`src/hw/sic_pkg.sv`:
```
// sic_pkg: constants and carrier types of the standby idle controller
// assumes a 40 MHz mclk and an apb master with 32-bit data
package sic_pkg;
  // ----------------------------------------
  // clock and timing
  // ----------------------------------------
  localparam int CLK_PERIOD_PS = 25000;
  // pll and flash recovery time after deep idle, in ns
  localparam int DEEP_SETUP_NS = 1000;
  localparam int DEEP_SETUP_CYC_RAW = (DEEP_SETUP_NS * 1000 + CLK_PERIOD_PS - 1) / CLK_PERIOD_PS;
  localparam int DEEP_SETUP_CYC = (DEEP_SETUP_CYC_RAW < 1) ? 1 : DEEP_SETUP_CYC_RAW;
  localparam int SETUP_CNT_W = 8;

  // ----------------------------------------
  // register map (byte addresses)
  // ----------------------------------------
  localparam logic [7:0] ADDR_MODE = 8'h00;
  localparam logic [7:0] ADDR_CTRL = 8'h04;
  localparam logic [7:0] ADDR_FILTER = 8'h08;
  localparam logic [7:0] ADDR_CLKSEL = 8'h0C;
  localparam logic [7:0] ADDR_STATUS = 8'h10;

  // save-mode select codes
  localparam logic [1:0] SMODE_LIGHT = 2'h0;
  localparam logic [1:0] SMODE_DEEP = 2'h2;

  // power_save_ctrl bit positions
  localparam int CTRL_GO = 0;
  localparam int CTRL_IRQ_MASK = 1;
  localparam int CTRL_PIN_NMI_MASK = 2;
  localparam int CTRL_WDT_NMI_MASK = 3;

  // noise_filter_ctrl fields
  localparam int FILT_EN = 0;
  localparam int FILT_SEL_LO = 1;
  localparam int FILT_SEL_W = 3;
  // sampling selects from the divide-by-64 clock upward
  localparam logic [2:0] FILT_SLOW_MIN = 3'h3;

  // clock select bit positions
  localparam int CS_SUB_USED = 0;
  localparam int CS_TMM_FR8 = 1;
  localparam int CS_TMM_SUB = 2;
  localparam int CS_WT_MAIN = 3;
  localparam int CS_CSI0_EXT = 4;
  localparam int CS_CSI1_EXT = 5;
  localparam int CS_UART0_EXT = 6;
  localparam int CS_W = 7;

  localparam int EXT_IRQ_N = 8;
  localparam int EXT_IRQ_THREE = 3;
  localparam int RST_SRC_N = 5;

  // ----------------------------------------
  // types
  // ----------------------------------------
  typedef enum logic [2:0] {
    SIC_RUN,
    SIC_LIGHT,
    SIC_DEEP,
    SIC_SETUP,
    SIC_RESUME
  } sic_state_t;

  // clock gate enables, one per domain
  typedef struct packed {
    logic cpu;
    logic intc;
    logic tmr_pq;
    logic pll;
    logic flash;
    logic tmm;
    logic watch;
    logic wdt;
    logic key;
    logic csi0;
    logic csi1;
    logic uart0;
    logic uart1;
  } sic_gate_t;

  // wake outcome handed to the cpu core
  typedef struct packed {
    logic valid;
    logic ack;
    logic keep_pending;
    logic branch;
    logic next_insn;
  } sic_resume_t;
endpackage

```
`src/hw/sic_top.sv`:
```
// sic_top: light and deep idle sequencer with apb registers
// assumes pins and reset sources are asynchronous to mclk;
// the interrupt controller inputs run on mclk
`timescale 1ns/1ps

// Operation
// RULE1: go bit with select 00 in run enters light idle
// RULE2: any nmi or unmasked maskable request leaves light idle, any priority
// RULE3: requests blocked by the three mask bits never wake
// RULE4: filtered pin three with slow sampling clock never wakes
// RULE5: lower priority wake in handler exits without ack, stays pending
// RULE6: higher priority or nmi wake exits and is acknowledged
// RULE7: nmi branches; maskable branches only when enabled, else next instruction
// RULE8: reset in idle does the ordinary reset sequence
// RULE9: light idle stops cpu, intc, timers p and q; pll runs
// RULE10: timer m runs in idle only on internal oscillator /8 or used subclock
// RULE11: watch timer runs on main divider or subclock; wdt and keys run
// RULE12: csi only on external clock; uart0 only on external clock
// RULE13: a/d converter holds in idle, result kept
// RULE14: ports, cpu state and ram kept through light idle
// RULE15: go bit with select 10 in run enters deep idle
// RULE16: deep idle also gates pll and flash; oscillator runs
// RULE17: deep idle exit waits a pll and flash setup time
// RULE18: software runs five nops after the entry write
// RULE19: pending unmasked request at entry releases deep idle at once
// RULE20: deep idle released by nmi, pins 0-7, peripherals, any reset source
// RULE21: pll restored and normal run resumes after deep idle
// RULE22: gating glitch free; idle held until a qualifying wake or reset
module sic_top (
  // clock and reset
  input wire logic mclk,
  input wire logic srst,
  // apb slave
  input wire logic psel,
  input wire logic penable,
  input wire logic pwrite,
  input wire logic [7:0] paddr,
  input wire logic [31:0] pwdata,
  output logic [31:0] prdata,
  output logic pready,
  output logic pslverr,
  // asynchronous wake and reset pins
  input wire logic nmi_pin,
  input wire logic watchdog_nmi_request,
  input wire logic [sic_pkg::EXT_IRQ_N-1:0] ext_irq_pin,
  input wire logic [sic_pkg::RST_SRC_N-1:0] reset_source,
  // interrupt controller, same clock
  input wire logic [sic_pkg::EXT_IRQ_N-1:0] ext_irq_unmasked,
  input wire logic periph_irq_pending,
  input wire logic req_above_service,
  input wire logic cpu_irq_enabled,
  // clock gates, hold controls, reset request and resume outcome
  output sic_pkg::sic_gate_t gate_en,
  output logic adc_hold,
  output logic port_hold,
  output logic ordinary_reset,
  output sic_pkg::sic_resume_t resume
);

  // ----------------------------------------
  // input synchronisers
  // ----------------------------------------
  localparam int SYNC_W = 2 + sic_pkg::EXT_IRQ_N + sic_pkg::RST_SRC_N;
  logic [SYNC_W-1:0] sync1_ff;
  logic [SYNC_W-1:0] sync2_ff;

  // two flops on every pin before any logic
  always_ff @(posedge mclk) begin
    if (srst) begin
      sync1_ff <= '0;
      sync2_ff <= '0;
    end else begin
      sync1_ff <= {nmi_pin, watchdog_nmi_request, ext_irq_pin, reset_source};
      sync2_ff <= sync1_ff;
    end
  end

  // split the synchronised word back into its sources
  logic nmi_s;
  logic wdt_nmi_s;
  logic [sic_pkg::EXT_IRQ_N-1:0] ext_s;
  logic [sic_pkg::RST_SRC_N-1:0] rst_src_s;
  assign {nmi_s, wdt_nmi_s, ext_s, rst_src_s} = sync2_ff;

  // any reset source resets the controller like srst, once through the synchronisers
  logic any_rst;
  assign any_rst = srst | (|rst_src_s); // [RULE8] [RULE20]

  // ----------------------------------------
  // registers
  // ----------------------------------------
  // software visible control state
  logic [1:0] save_mode_sel_ff;
  logic maskable_irq_mask_ff;
  logic pin_nmi_mask_ff;
  logic wdt_nmi_mask_ff;
  logic [sic_pkg::FILT_SEL_W:0] noise_filter_ctrl_ff;
  logic [sic_pkg::CS_W-1:0] clk_sel_ff;
  logic go_pulse_ff;
  sic_pkg::sic_state_t state_ff;
  sic_pkg::sic_state_t nxt_state;
  logic [3:0] wake_cause_ff;

  // apb phase decode; a write lands on the access edge
  logic setup_ph;
  logic access_ph;
  logic wr_en;
  logic addr_ok;
  assign setup_ph = psel & ~penable;
  assign access_ph = psel & penable & pready;
  assign wr_en = access_ph & pwrite & ~pslverr;
  assign addr_ok = (paddr == sic_pkg::ADDR_MODE) | (paddr == sic_pkg::ADDR_CTRL) |
                   (paddr == sic_pkg::ADDR_FILTER) | (paddr == sic_pkg::ADDR_CLKSEL) |
                   (paddr == sic_pkg::ADDR_STATUS);

  // read mux, sampled in the setup cycle
  logic [31:0] rd_val;
  always_comb begin
    rd_val = '0;
    case (paddr)
      sic_pkg::ADDR_MODE: rd_val[1:0] = save_mode_sel_ff;
      sic_pkg::ADDR_CTRL: begin
        rd_val[sic_pkg::CTRL_IRQ_MASK] = maskable_irq_mask_ff;
        rd_val[sic_pkg::CTRL_PIN_NMI_MASK] = pin_nmi_mask_ff;
        rd_val[sic_pkg::CTRL_WDT_NMI_MASK] = wdt_nmi_mask_ff;
      end
      sic_pkg::ADDR_FILTER: rd_val[sic_pkg::FILT_SEL_W:0] = noise_filter_ctrl_ff;
      sic_pkg::ADDR_CLKSEL: rd_val[sic_pkg::CS_W-1:0] = clk_sel_ff;
      sic_pkg::ADDR_STATUS: rd_val[6:0] = {wake_cause_ff, state_ff};
      default: rd_val = '0;
    endcase
  end

  // apb answer: one wait-free access cycle, error on unmapped address
  always_ff @(posedge mclk) begin
    if (any_rst) begin
      pready <= 1'b0;
      pslverr <= 1'b0;
      prdata <= '0;
    end else begin
      pready <= setup_ph;
      pslverr <= setup_ph & ~addr_ok;
      if (setup_ph) begin
        prdata <= pwrite ? '0 : rd_val;
      end
    end
  end

  // control register writes
  always_ff @(posedge mclk) begin
    if (any_rst) begin
      save_mode_sel_ff <= sic_pkg::SMODE_LIGHT;
      maskable_irq_mask_ff <= 1'b0;
      pin_nmi_mask_ff <= 1'b0;
      wdt_nmi_mask_ff <= 1'b0;
      noise_filter_ctrl_ff <= '0;
      clk_sel_ff <= '0;
    end else if (wr_en) begin
      case (paddr)
        sic_pkg::ADDR_MODE: save_mode_sel_ff <= pwdata[1:0];
        sic_pkg::ADDR_CTRL: begin
          maskable_irq_mask_ff <= pwdata[sic_pkg::CTRL_IRQ_MASK];
          pin_nmi_mask_ff <= pwdata[sic_pkg::CTRL_PIN_NMI_MASK];
          wdt_nmi_mask_ff <= pwdata[sic_pkg::CTRL_WDT_NMI_MASK];
        end
        sic_pkg::ADDR_FILTER: noise_filter_ctrl_ff <= pwdata[sic_pkg::FILT_SEL_W:0];
        sic_pkg::ADDR_CLKSEL: clk_sel_ff <= pwdata[sic_pkg::CS_W-1:0];
        default: ;
      endcase
    end
  end

  // go bit is write-only and self clearing
  always_ff @(posedge mclk) begin
    if (any_rst) begin
      go_pulse_ff <= 1'b0;
    end else begin
      go_pulse_ff <= wr_en & (paddr == sic_pkg::ADDR_CTRL) & pwdata[sic_pkg::CTRL_GO];
    end
  end

  // ----------------------------------------
  // wake qualification
  // ----------------------------------------
  // qualified wake sources
  logic pin3_blocked;
  logic [sic_pkg::EXT_IRQ_N-1:0] ext_valid;
  logic nmi_wake;
  logic mask_wake;
  logic wake;

  // slow digital filter on pin three cannot release idle
  assign pin3_blocked = noise_filter_ctrl_ff[sic_pkg::FILT_EN] &
    (noise_filter_ctrl_ff[sic_pkg::FILT_SEL_W:sic_pkg::FILT_SEL_LO] >=
     sic_pkg::FILT_SLOW_MIN); // [RULE4]

  always_comb begin
    ext_valid = ext_s & ext_irq_unmasked; // [RULE20]
    ext_valid[sic_pkg::EXT_IRQ_THREE] = ext_valid[sic_pkg::EXT_IRQ_THREE] & ~pin3_blocked; // [RULE4]
  end

  // masked sources are invalid and never wake
  assign nmi_wake = (nmi_s & ~pin_nmi_mask_ff) | (wdt_nmi_s & ~wdt_nmi_mask_ff); // [RULE3]
  assign mask_wake = ~maskable_irq_mask_ff & ((|ext_valid) | periph_irq_pending); // [RULE3]
  // priority does not gate the release itself
  assign wake = nmi_wake | mask_wake; // [RULE2] [RULE20]

  // ----------------------------------------
  // sequencer
  // ----------------------------------------
  // counter width and last count of the deep idle setup wait
  localparam int SETUP_CNT_W_L = sic_pkg::SETUP_CNT_W;
  localparam logic [SETUP_CNT_W_L-1:0] SETUP_LAST = SETUP_CNT_W_L'(sic_pkg::DEEP_SETUP_CYC - 1);
  logic [SETUP_CNT_W_L-1:0] setup_cnt_ff;
  logic nmi_cause_ff;

  // next state of the idle sequencer
  always_comb begin
    nxt_state = state_ff;
    case (state_ff)
      sic_pkg::SIC_RUN: begin
        if (go_pulse_ff && save_mode_sel_ff == sic_pkg::SMODE_LIGHT) begin
          nxt_state = sic_pkg::SIC_LIGHT; // [RULE1]
        end else if (go_pulse_ff && save_mode_sel_ff == sic_pkg::SMODE_DEEP) begin
          nxt_state = sic_pkg::SIC_DEEP; // [RULE15]
        end
      end
      // stay until a qualifying wake; a pending one leaves next cycle
      sic_pkg::SIC_LIGHT: if (wake) nxt_state = sic_pkg::SIC_RESUME; // [RULE22] [RULE2]
      sic_pkg::SIC_DEEP: if (wake) nxt_state = sic_pkg::SIC_SETUP; // [RULE19] [RULE22]
      sic_pkg::SIC_SETUP: if (setup_cnt_ff == SETUP_LAST) nxt_state = sic_pkg::SIC_RESUME; // [RULE17]
      sic_pkg::SIC_RESUME: nxt_state = sic_pkg::SIC_RUN; // [RULE21]
      default: nxt_state = sic_pkg::SIC_RUN;
    endcase
  end

  // state register
  always_ff @(posedge mclk) begin
    if (any_rst) begin
      state_ff <= sic_pkg::SIC_RUN; // [RULE8]
    end else begin
      state_ff <= nxt_state;
    end
  end

  // setup timer for pll and flash recovery
  always_ff @(posedge mclk) begin
    if (any_rst || state_ff != sic_pkg::SIC_SETUP) begin
      setup_cnt_ff <= '0;
    end else begin
      setup_cnt_ff <= setup_cnt_ff + 1'b1; // [RULE17]
    end
  end

  // latch the wake source at release
  always_ff @(posedge mclk) begin
    if (any_rst) begin
      nmi_cause_ff <= 1'b0;
      wake_cause_ff <= '0;
    end else if ((state_ff == sic_pkg::SIC_LIGHT || state_ff == sic_pkg::SIC_DEEP) && wake) begin
      nmi_cause_ff <= nmi_wake;
      wake_cause_ff <= {|ext_valid, periph_irq_pending, wdt_nmi_s, nmi_s};
    end
  end

  // ----------------------------------------
  // resume outcome to the cpu
  // ----------------------------------------
  // acknowledge a non-maskable cause or one that outranks service
  logic do_ack;
  assign do_ack = nmi_cause_ff | req_above_service; // [RULE6]

  always_ff @(posedge mclk) begin
    if (any_rst) begin
      resume <= '0;
    end else if (state_ff == sic_pkg::SIC_RESUME) begin
      resume.valid <= 1'b1;
      resume.ack <= do_ack; // [RULE6]
      resume.keep_pending <= ~do_ack; // [RULE5]
      resume.branch <= nmi_cause_ff | (cpu_irq_enabled & req_above_service); // [RULE7]
      resume.next_insn <= ~nmi_cause_ff & ~(cpu_irq_enabled & req_above_service); // [RULE7]
    end else begin
      resume <= '0;
    end
  end

  // ----------------------------------------
  // clock gates
  // ----------------------------------------
  // gate decisions follow the next state so they land with it
  logic idle;
  logic deep;
  sic_pkg::sic_gate_t nxt_gate;
  assign idle = (nxt_state == sic_pkg::SIC_LIGHT) | (nxt_state == sic_pkg::SIC_DEEP) |
                (nxt_state == sic_pkg::SIC_SETUP);
  assign deep = (nxt_state == sic_pkg::SIC_DEEP) | (nxt_state == sic_pkg::SIC_SETUP);

  always_comb begin
    nxt_gate.cpu = ~idle; // [RULE9]
    nxt_gate.intc = ~idle; // [RULE9]
    nxt_gate.tmr_pq = ~idle; // [RULE9]
    nxt_gate.pll = ~deep | (nxt_state == sic_pkg::SIC_SETUP); // [RULE16] [RULE21]
    nxt_gate.flash = ~deep | (nxt_state == sic_pkg::SIC_SETUP); // [RULE16]
    nxt_gate.tmm = ~idle | clk_sel_ff[sic_pkg::CS_TMM_FR8] |
      (clk_sel_ff[sic_pkg::CS_SUB_USED] & clk_sel_ff[sic_pkg::CS_TMM_SUB]); // [RULE10]
    nxt_gate.watch = ~idle | clk_sel_ff[sic_pkg::CS_WT_MAIN] |
      clk_sel_ff[sic_pkg::CS_SUB_USED]; // [RULE11]
    nxt_gate.wdt = 1'b1; // [RULE11]
    nxt_gate.key = 1'b1; // [RULE11]
    nxt_gate.csi0 = ~idle | clk_sel_ff[sic_pkg::CS_CSI0_EXT]; // [RULE12]
    nxt_gate.csi1 = ~idle | clk_sel_ff[sic_pkg::CS_CSI1_EXT]; // [RULE12]
    nxt_gate.uart0 = ~idle | clk_sel_ff[sic_pkg::CS_UART0_EXT]; // [RULE12]
    nxt_gate.uart1 = ~idle; // [RULE12]
  end

  // registered enables so the gate cells see clean levels
  always_ff @(posedge mclk) begin
    if (any_rst) begin
      gate_en <= '1;
    end else begin
      gate_en <= nxt_gate; // [RULE22]
    end
  end

  // hold controls keep ports and converter result
  always_ff @(posedge mclk) begin
    if (any_rst) begin
      adc_hold <= 1'b0;
      port_hold <= 1'b0;
    end else begin
      adc_hold <= idle; // [RULE13]
      port_hold <= idle; // [RULE14]
    end
  end

  // ordinary reset request while any source is active
  always_ff @(posedge mclk) begin
    if (srst) begin
      ordinary_reset <= 1'b0;
    end else begin
      ordinary_reset <= |rst_src_s; // [RULE8]
    end
  end

endmodule

```
`config.mk`:
```
export PLATFORM = sky130hd
export DESIGN_NAME = sic_top
export DESIGN_NICKNAME = d
export VERILOG_FILES = /design/src/hw/sic_pkg.sv /design/src/hw/sic_top.sv
export SDC_FILE = /design/constraint.sdc
export NUM_CORES = 1
export LEC_CHECK = 0
export ABC_AREA = 1
export BUFFER_PORTS_ARGS = -buffer_cell sky130_fd_sc_hd__buf_2
export CORE_UTILIZATION = 49
export CTS_CLUSTER_SIZE = 12
export DETAILED_ROUTE_END_ITERATION = 10
export GPL_TIMING_DRIVEN = 0
export PLACE_DENSITY = 0.79
export SLEW_MARGIN = 20
export SYNTH_ARGS = -nofsm -noshare
export SYNTH_HDL_FRONTEND = slang
export SYNTH_SLANG_ARGS = --single-unit
export TNS_END_PERCENT = 20
```
`constraint.sdc`:
```
create_clock -name mclk -period 2.3 [get_ports mclk]
set_clock_uncertainty 0.2 [all_clocks]
set_input_delay 0.23 -clock mclk [delete_from_list [all_inputs] [get_ports mclk]]
set_output_delay 0.23 -clock mclk [all_outputs]
set_load 0.01 [all_outputs]
```
Word level (Yosys, flattened, before mapping)
Cells that the tools add are included.

Word-level logic and storage cells: 126. Register bits after elaboration: 113. Input bits: 71.

Mux-type cells: 12. Order comparisons: 1. Bitwise logic cells: 51. Equal/unequal tests: 14. Reduce and logical (&&, ||, !) cells: 15. Add/sub/neg operators: 1.

Operator list (number): $or 1x1->1 (21); $and 1x1->1 (16); $eq 8x4->1 const B (2); $mux 3 (5); $not 1->1 (13); $eq 3x2->1 const B (4); $pmux 3 s4 (1); $add 8x1->8 const B (1); $and 8x8->8 (1); $eq 8x3->1 const B (1); $eq 8x5->1 const B (1); $eq 8x6->1 const B (1); $logic_not 8->1 (1); $pmux 2 s4 (1); $reduce_and 2->1 (4); $reduce_or 8->1 (1); $mux 7 (1); $eq 3x1->1 const B (2); $pmux 3 s2 (1); $mux 5 (1); $pmux 1 s5 (1); $reduce_or 5->1 (1); $pmux 1 s4 (1); $eq 3x3->1 const B (1); 8 further kinds (11).

Depth between registers and ports, before layout
Gate-level depths: netlist of run 1.

Word-level depth: 16. Depth in mapped cells: 11.

Worst setup path before layout of run 1
Ideal clock, no wire load.

Kind: reg-to-reg. Start: reg setup_cnt_ff[0]. End: reg port_hold. Required time: 1.989 ns. Clock period less this slack: 1.611 ns. Cell stages (with the launch flop): 9. Setup slack: 0.689 ns. Arrival time: 1.300 ns. Path buffers: 0. Cells stage by stage: dfxtp_1 -> ha_1 -> nand2_1 -> nor3_1 -> nor2_1 -> nor3_2 -> nand4_2 -> nand2_1 -> inv_1.

Longest elaborated chain between the ends: 6. Elaborated cells between the ends (all ways): 8. Those cells by class: eq/ne (4); mux (2); bitwise (2).

RTL lines: start: declaration (line sic_top.sv:214) `logic [SETUP_CNT_W_L-1:0] setup_cnt_ff;`; start signal: assignment (line sic_top.sv:251) `setup_cnt_ff <= setup_cnt_ff + 1'b1;`; $eq 8x6->1 (*) (line sic_top.sv:231) `sic_pkg::SIC_SETUP: if (setup_cnt_ff == SETUP_LAST) nxt_state = sic_pkg::SIC_RESUME;`; $mux 3 (*) (line sic_top.sv:231); $pmux 3 s4 (*) (line sic_top.sv:220) `case (state_ff)`; $eq 3x1->1 or $eq 3x2->1 (tied branches) (line sic_top.sv:294) `assign idle = (nxt_state == sic_pkg::SIC_LIGHT) | (nxt_state == sic_pkg::SIC_DEEP) |`; $or 1x1->1 (line sic_top.sv:294); $or 1x1->1 (*) (line sic_top.sv:294); end signal: assignment (line sic_top.sv:332) `port_hold <= idle;`; end: declaration (line sic_top.sv:55) `output logic port_hold,`.

Mark *: on every way between the ends. The rest lies on a longest branch, timed or not. A chain may end at the register's enable or synchronous reset.

Worst setup path after layout of run 1
Same ends and word-level chain as after synthesis.

==> results of run 1 <==
==> synthesized netlist by cell type (4+ instances only) <==
| library cell | count |
|---|---|
| nand3_1 | 21 |
| a211oi_1 | 4 |
| a21oi_1 | 27 |
| o21ai_1 | 4 |
| buf_4 | 32 |
| inv_1 | 69 |
| inv_2 | 6 |
| nor3_1 | 7 |
| nor2_2 | 5 |
| dfxtp_1 | 86 |
| o21ai_0 | 19 |
| nand2_1 | 60 |
| nand4_1 | 6 |
| nor2_1 | 67 |
| clkbuf_1 | 6 |
==> registers in the layout (all words and copies together) (netlist names), 2 cells and up <==
signal / cells
clk_sel_ff: 7
gate_en: 7
noise_filter_ctrl_ff: 4
prdata: 7
resume: 5
save_mode_sel_ff: 2
setup_cnt_ff: 8
state_ff: 3
sync1_ff: 15
sync2_ff: 15
wake_cause_ff: 4
==> cells by family (layout without fill, tap and decap cells) <==
family,Yosys count,in the layout,share of synthesized area
simple gates,187,187,0.2588
buf+inv,114,228,0.1561
flops,86,86,0.4892
compound gates,58,58,0.09029
other cells,2,27,0.002134
fa+ha+maj,1,1,0.003554
==> routing by layer <==
layer	wire (um)	vias to the layer above	track usage
met3	377	15	0.04762
li1	-	1612	-
met5	0	-	0
met4	140	0	0.09394
met2	3831	96	0.4004
met1	3072	1392	0.2280
==> worst paths after layout <==
| check | from | to | slack (ns) |
|---|---|---|---|
| worst max-delay path | setup_cnt_ff[0] | port_hold | 0.35 |
| worst max register to register | setup_cnt_ff[0] | port_hold | 0.35 |
| worst min-delay path | pwdata[1] | clk_sel_ff[1] | 0.02 |
| worst min register to register | sync1_ff[7] | sync2_ff[7] | 0.20 |
==> report_power, final <==
| part | leakage [nW] | internal [mW] | switching [mW] |
|---|---|---|---|
| combinational | 1.40 | 0.116 | 0.129 |
| clock | 0.112 | 0.626 | 0.565 |
| sequential | 0.700 | 1.51 | 0.00763 |
==> cells in the final DEF, fill, tap and decap left out, drive strengths merged <==
cell type	n
buf	106
dfxtp	86
inv	77
nor2	74
nand2	64
a21oi	27
conb	27
dlygate4sd3	25
o21ai	23
nand3	21
clkbuf	15
nor3	12
nand4	8
a211oi	6
and3	3
nor4	2
o22ai	2
nor3b	2
bufinv	2
clkinv	2
or2	1
ha	1
clkinvlp	1
==> critical path, cell delays in order, from the launching register on <==
cell and delay [ns]:
dfxtp_1 0.36, ha_1 0.18, nand2_1 0.09, nor3_1 0.30, nor2_1 0.12, nor3_2 0.19
nand4_2 0.23, nand2_1 0.13, inv_1 0.04
==> area by class of cell <==
class | count | area share
well taps | 96 | 0.02624
inverters | 75 | 0.06149
repair buffers | 98 | 0.1345
flip-flops and latches | 86 | 0.3761
multi-input cells | 273 | 0.2933
clock inverters | 7 | 0.02296
plain buffers | 39 | 0.05849
clock buffers | 9 | 0.02706
==> through the flow <==
step	area, um2	util
finish	4578	0.6665
global route	4578	0.6665
CTS	4578	0.6665
detailed placement	4099	0.5967
global placement	4099	0.5967
floorplan	3613	-
==> results.sh, run 1 <==
export IMPL_yosysTopAreaCell="dfxtp_1"
export IMPL_power_total_mw=2.958
export IMPL_gp_congestion=0.8549
export IMPL_clkTransAtPathRegs_ns=0.09
export IMPL_antenna_found_initial=0
export IMPL_hold_path_class="in2reg"
export IMPL_tritoncts="done"
export IMPL_timing_hold_violations_final=0
export IMPL_whs_path_depth=3
export IMPL_report_final_setup_viol=0
export IMPL_drv_cap=0
export IMPL_cts_hold_buffers_added=25
export IMPL_worst_slack_ns=0.3473
export IMPL_syn_instance_count=448
export IMPL_setup_tns_final_ns=0
export IMPL_final_layout_size_suffix_gt1_frac=0.2538
export IMPL_startpoint_type="flop"
export IMPL_synth_edff_count=0
export IMPL_grt_pass1_vias=2946
export IMPL_floorplan_initialDensity=0.5124
export IMPL_yosys_register_bits=86
export IMPL_total_cts_buffers=9
export IMPL_design_die_area_um2=7526
export IMPL_die_width_um=86.75
export IMPL_synth_cell_type_count=31
export IMPL_global_route_overflow_total=0
export IMPL_route_vias_total=3115
export IMPL_ir_worst_vdd_mv=0.4655
export IMPL_hpwlAfterDp_um=5316
export IMPL_finalCritPeriodShare=0.8490
export IMPL_syn2layout_area_growth_pct=30.07
export IMPL_remaining_drc_errors=0
export IMPL_outcome="finished clean"
export IMPL_multi_input_gate_area_in_the_final_layout_um2=1343
export IMPL_finalCriticalPeriod_ns=1.953
export IMPL_clk_path_buf_depth=2
export IMPL_io_buffer_count=73
export IMPL_design_core_area_um2=6869
export IMPL_cts_resized=0
export IMPL_wire_length_per_cell_um=10.87
export IMPL_async_reset_ff_frac=0
export IMPL_ys_top_cells_by_area="dfxtp_1 49%, inv_1 7.4%, nor2_1 7.1%"
export IMPL_vias_per_cell=4.561
export IMPL_finish_net_count=654
export IMPL_drt_first_pass_iters=4
export IMPL_syn_cell_area_um2=3520
export IMPL_placementRows=30
export IMPL_grt_pass1_wl_um=12230
export IMPL_ctsRootBufferMaster="clkbuf_8"
export IMPL_report_final_slew_viol_count=0
export IMPL_grt_start_max_net_pins=17
export IMPL_worst_r2r_cell_count=8
export IMPL_cellPowerDensity_nw_per_um2=646.2
export IMPL_yosys_warn_count=0
export IMPL_first_iter_violations=121
export IMPL_chipHeight_um=86.75
export IMPL_pre_cts_ws_ns=0.3914
export IMPL_worst_ep_required_time_ns=2.36
export IMPL_design_portCount=126
export IMPL_maximum_fanout_along_the_worst_path=6
export IMPL_ys_seq_area_frac=0.4892
export IMPL_yosys_most_used_dff="dfxtp_1"
export IMPL_grtUsageTotal=0.2134
export IMPL_clock_latency_ns=0.36
export IMPL_cts_num_sinks=86
export IMPL_final_cell_count_no_fill=683
export IMPL_antenna_cells_inserted=0
export IMPL_postRouteAntennaNets=0
export IMPL_netlist_area_leader_share=0.4892
export IMPL_arrival_ns=2.01
export IMPL_syn_avg_cell_area_um2=7.856
export IMPL_fmax_mhz=512.1
export IMPL_cellLeakagePower_nw=2.215
export IMPL_fill_cells=595
export IMPL_drt_total_wl_um=7422
export IMPL_layout_area_seq_um2=1722
export IMPL_worstSetupEndpointType="flop"
export IMPL_placedCellCount=642
export IMPL_fin_hold_ws_ns=0.01508
export IMPL_htree_levels=3
export IMPL_rsz0062_at_grt="no"
export IMPL_path_class="reg2reg"
export IMPL_number_of_buffers_inserted_by_post_cts_setup_repair=0
Note: power is estimated with default switching activity, not from simulation.
==> run 2, diff against run 1 <==
ABC_AREA = 0   (was 1)
clock period = 2 ns   (was 2.3 ns; I/O delays follow)
==> results.sh, run 2 <==
export IMPL_yosys_register_bits=86
export IMPL_die_width_um=85.80
export IMPL_postRouteAntennaNets=0
export IMPL_report_final_setup_viol=14
export IMPL_route_vias_total=2890
export IMPL_syn_cell_area_um2=3441
export IMPL_syn2layout_area_growth_pct=32.44
export IMPL_slew_limit_headroom=0.5697
export IMPL_clk_path_buf_depth=2
export IMPL_synth_cell_type_count=52
export IMPL_critical_path_reg2reg_startpoint="sync2_ff[1]"
export IMPL_ys_top_cells_by_area="dfxtp_1 50%, buf_4 7.0%, nor2b_1 6.4%"
export IMPL_placementRows=30
export IMPL_yosys_most_used_dff="dfxtp_1"
export IMPL_worst_setup_startpoint="sync2_ff[1]"
export IMPL_design_core_area_um2=6794
export IMPL_grtUsageTotal=0.2081
export IMPL_design_portCount=126
export IMPL_ir_worst_vdd_mv=0.6290
export IMPL_vias_per_cell=4.801
export IMPL_htree_levels=3
export IMPL_remaining_drc_errors=0
export IMPL_slowest_stage="or4_4"
export IMPL_finalCritPeriodShare=1.019
export IMPL_rsz0062_at_grt="yes"
export IMPL_timing_hold_violations_final=0
export IMPL_hpwlAfterDp_um=4964
export IMPL_floorplan_initialDensity=0.5064
export IMPL_first_iter_violations=132
export IMPL_total_cts_buffers=9
export IMPL_syn_avg_cell_area_um2=9.479
export IMPL_ys_seq_area_frac=0.5004
export IMPL_syn_instance_count=363
export IMPL_fin_area_um2=4557
export IMPL_clock_latency_ns=0.36
export IMPL_hp_start="penable"
export IMPL_antenna_found_initial=0
export IMPL_drv_cap=0
export IMPL_final_cell_mix="86 x dfxtp_1, 74 x buf_2, 35 x nor2b_1, 35 x nor2_1, 33 x buf_4"
export IMPL_chipHeight_um=85.80
export IMPL_final_layout_size_suffix_gt1_frac=0.2806
export IMPL_wire_length_per_cell_um=12.08
export IMPL_grt_pass1_wl_um=11800
export IMPL_finish_net_count=573
export IMPL_path_class="reg2reg"
export IMPL_global_route_overflow_total=0
export IMPL_worst_slack_ns=-0.03734
export IMPL_gp_congestion=0.8638
export IMPL_clkTransAtPathRegs_ns=0.08
export IMPL_grt_pass1_vias=2717
export IMPL_pre_cts_ws_ns=-0.3330
export IMPL_drt_first_pass_iters=4
export IMPL_hold_path_class="in2reg"
export IMPL_yosysTopAreaCell="dfxtp_1"
export IMPL_drt_total_wl_um=7275
export IMPL_finalCriticalPeriod_ns=2.037
export IMPL_antenna_cells_inserted=0
export IMPL_yosys_warn_count=0
export IMPL_netlist_area_leader_share=0.5004
export IMPL_async_reset_ff_frac=0
export IMPL_cts_num_sinks=86
export IMPL_fill_cells=522
export IMPL_dpl_instance_area_um2=4020
export IMPL_ctsRootBufferMaster="clkbuf_8"
export IMPL_worstSetupEndpointType="flop"
export IMPL_max_slew_worst_pin_slew_ns=0.6405
export IMPL_synth_edff_count=0
export IMPL_design_die_area_um2=7361
export IMPL_mostFrequentLayoutCell="dfxtp_1"
export IMPL_r2r_slack_ns=-0.04
export IMPL_ys_top_cells_by_count="86 x dfxtp_1, 37 x nor2_1, 35 x nor2b_1, 32 x buf_4, 22 x nand2_1"
export IMPL_startpoint_type="flop"
export IMPL_fmax_mhz=490.8
export IMPL_io_buffer_count=73
export IMPL_failed_checks="setup timing"
export IMPL_report_final_slew_viol_count=0
export IMPL_cellPowerDensity_nw_per_um2=684.1
export IMPL_utilization=0.6707
export IMPL_series_of_cell_instances_along_the_critical_path="or4_4 -> or3_4 -> buf_8 -> nor2_4 -> nand3_4 -> nor2_1"
export IMPL_outcome="finished, violations left"
export IMPL_cellLeakagePower_nw=1.959
export IMPL_grt_start_max_net_pins=16
export IMPL_largestRegisters="sync1_ff: 15 flops, sync2_ff: 15 flops, setup_cnt_ff: 8 flops"
export IMPL_maximum_fanout_along_the_worst_path=10
export IMPL_arrival_ns=2.13
export IMPL_tritoncts="done"
export IMPL_worst_ep_required_time_ns=2.09
export IMPL_yosys_cell_count_top_type="dfxtp_1"
export IMPL_cp_slowest_stage_delay_ns=0.56
## run 2: path summary, 6_finish.rpt
kind	end	cells after the start
worst min register to register	sync2_ff[13]	1
worst max-delay path	setup_cnt_ff[2]	6
worst min-delay path	prdata[6]	4
worst max register to register	setup_cnt_ff[2]	6
## run 2: cell families after synthesis
group,count (synthesis),share of synthesized area
fa+ha+maj,1,0.003636
mux,19,0.05564
other cells,2,0.002183
flops,86,0.5004
compound gates,50,0.09964
simple gates,149,0.2313
buf+inv,50,0.09200
xor+xnor,6,0.01528
## run 2: worst max-delay path, delay by kind of cell, from the launching register on
family                 cells  cell delay (ns)
buffers and inverters      1             0.16
flip-flops                 1             0.30
AND/OR/NAND/NOR            5             1.31
## run 2: metrics by stage
| step | total power [mW] | hold WS [ns] | setup TNS (ns) | cells |
|---|---|---|---|---|
| floorplan | 1.945 | 0.07161 | 0 | 388 |
| global placement | 2.022 | 0.1975 | -8.566 | 557 |
| detailed placement | 2.028 | 0.1997 | -9.154 | 557 |
| CTS | 3.130 | 0.01605 | -0.1432 | 601 |
| global route | 3.249 | 0.06524 | -3.336 | 602 |
| finish | 3.118 | 0.03036 | -0.1946 | 602 |
## run 2: where the power goes
part           switching, mW  internal [mW]  leakage (nW)  total, mW
Combinational          0.149          0.160          1.17      0.309
Sequential           0.00956           1.74         0.700       1.75
Clock                  0.606          0.452        0.0894       1.06
## run 2: layer usage
metal  share of wire  global-route usage  vias up  routed length, um
met4           0.027              0.1015        0                199
met1            0.41              0.2311     1318               3000
li1                -                   -     1457                  -
met3           0.043             0.05390       20                314
met2            0.52              0.3702       95               3760
met5               0                   0        -                  0
## run 2: layout make-up
class                           instances  area, um2  share of cell area
Buffer                                 45      312.8             0.06864
Clock buffer                            9      123.9             0.02718
Clock inverter                          7      48.80             0.01071
Inverter                                5      18.77            0.004119
Multi-Input combinational cell        252       1556              0.3416
Sequential cell                        86       1722              0.3778
Tap cell                               96      120.1             0.02636
Timing Repair Buffer                  102      654.4              0.1436
## run 2: what timing repair did
| item | CTS | global route |
|---|---|---|
| hold buffers | 27 | 0 |
| endpoints found under the hold margin | 38 | 0 |
| resized for setup | 13 | 7 |
| endpoints found under the setup margin | 48 | 44 |
| setup buffers | 1 | 1 |
| pin swaps | 8 | 9 |
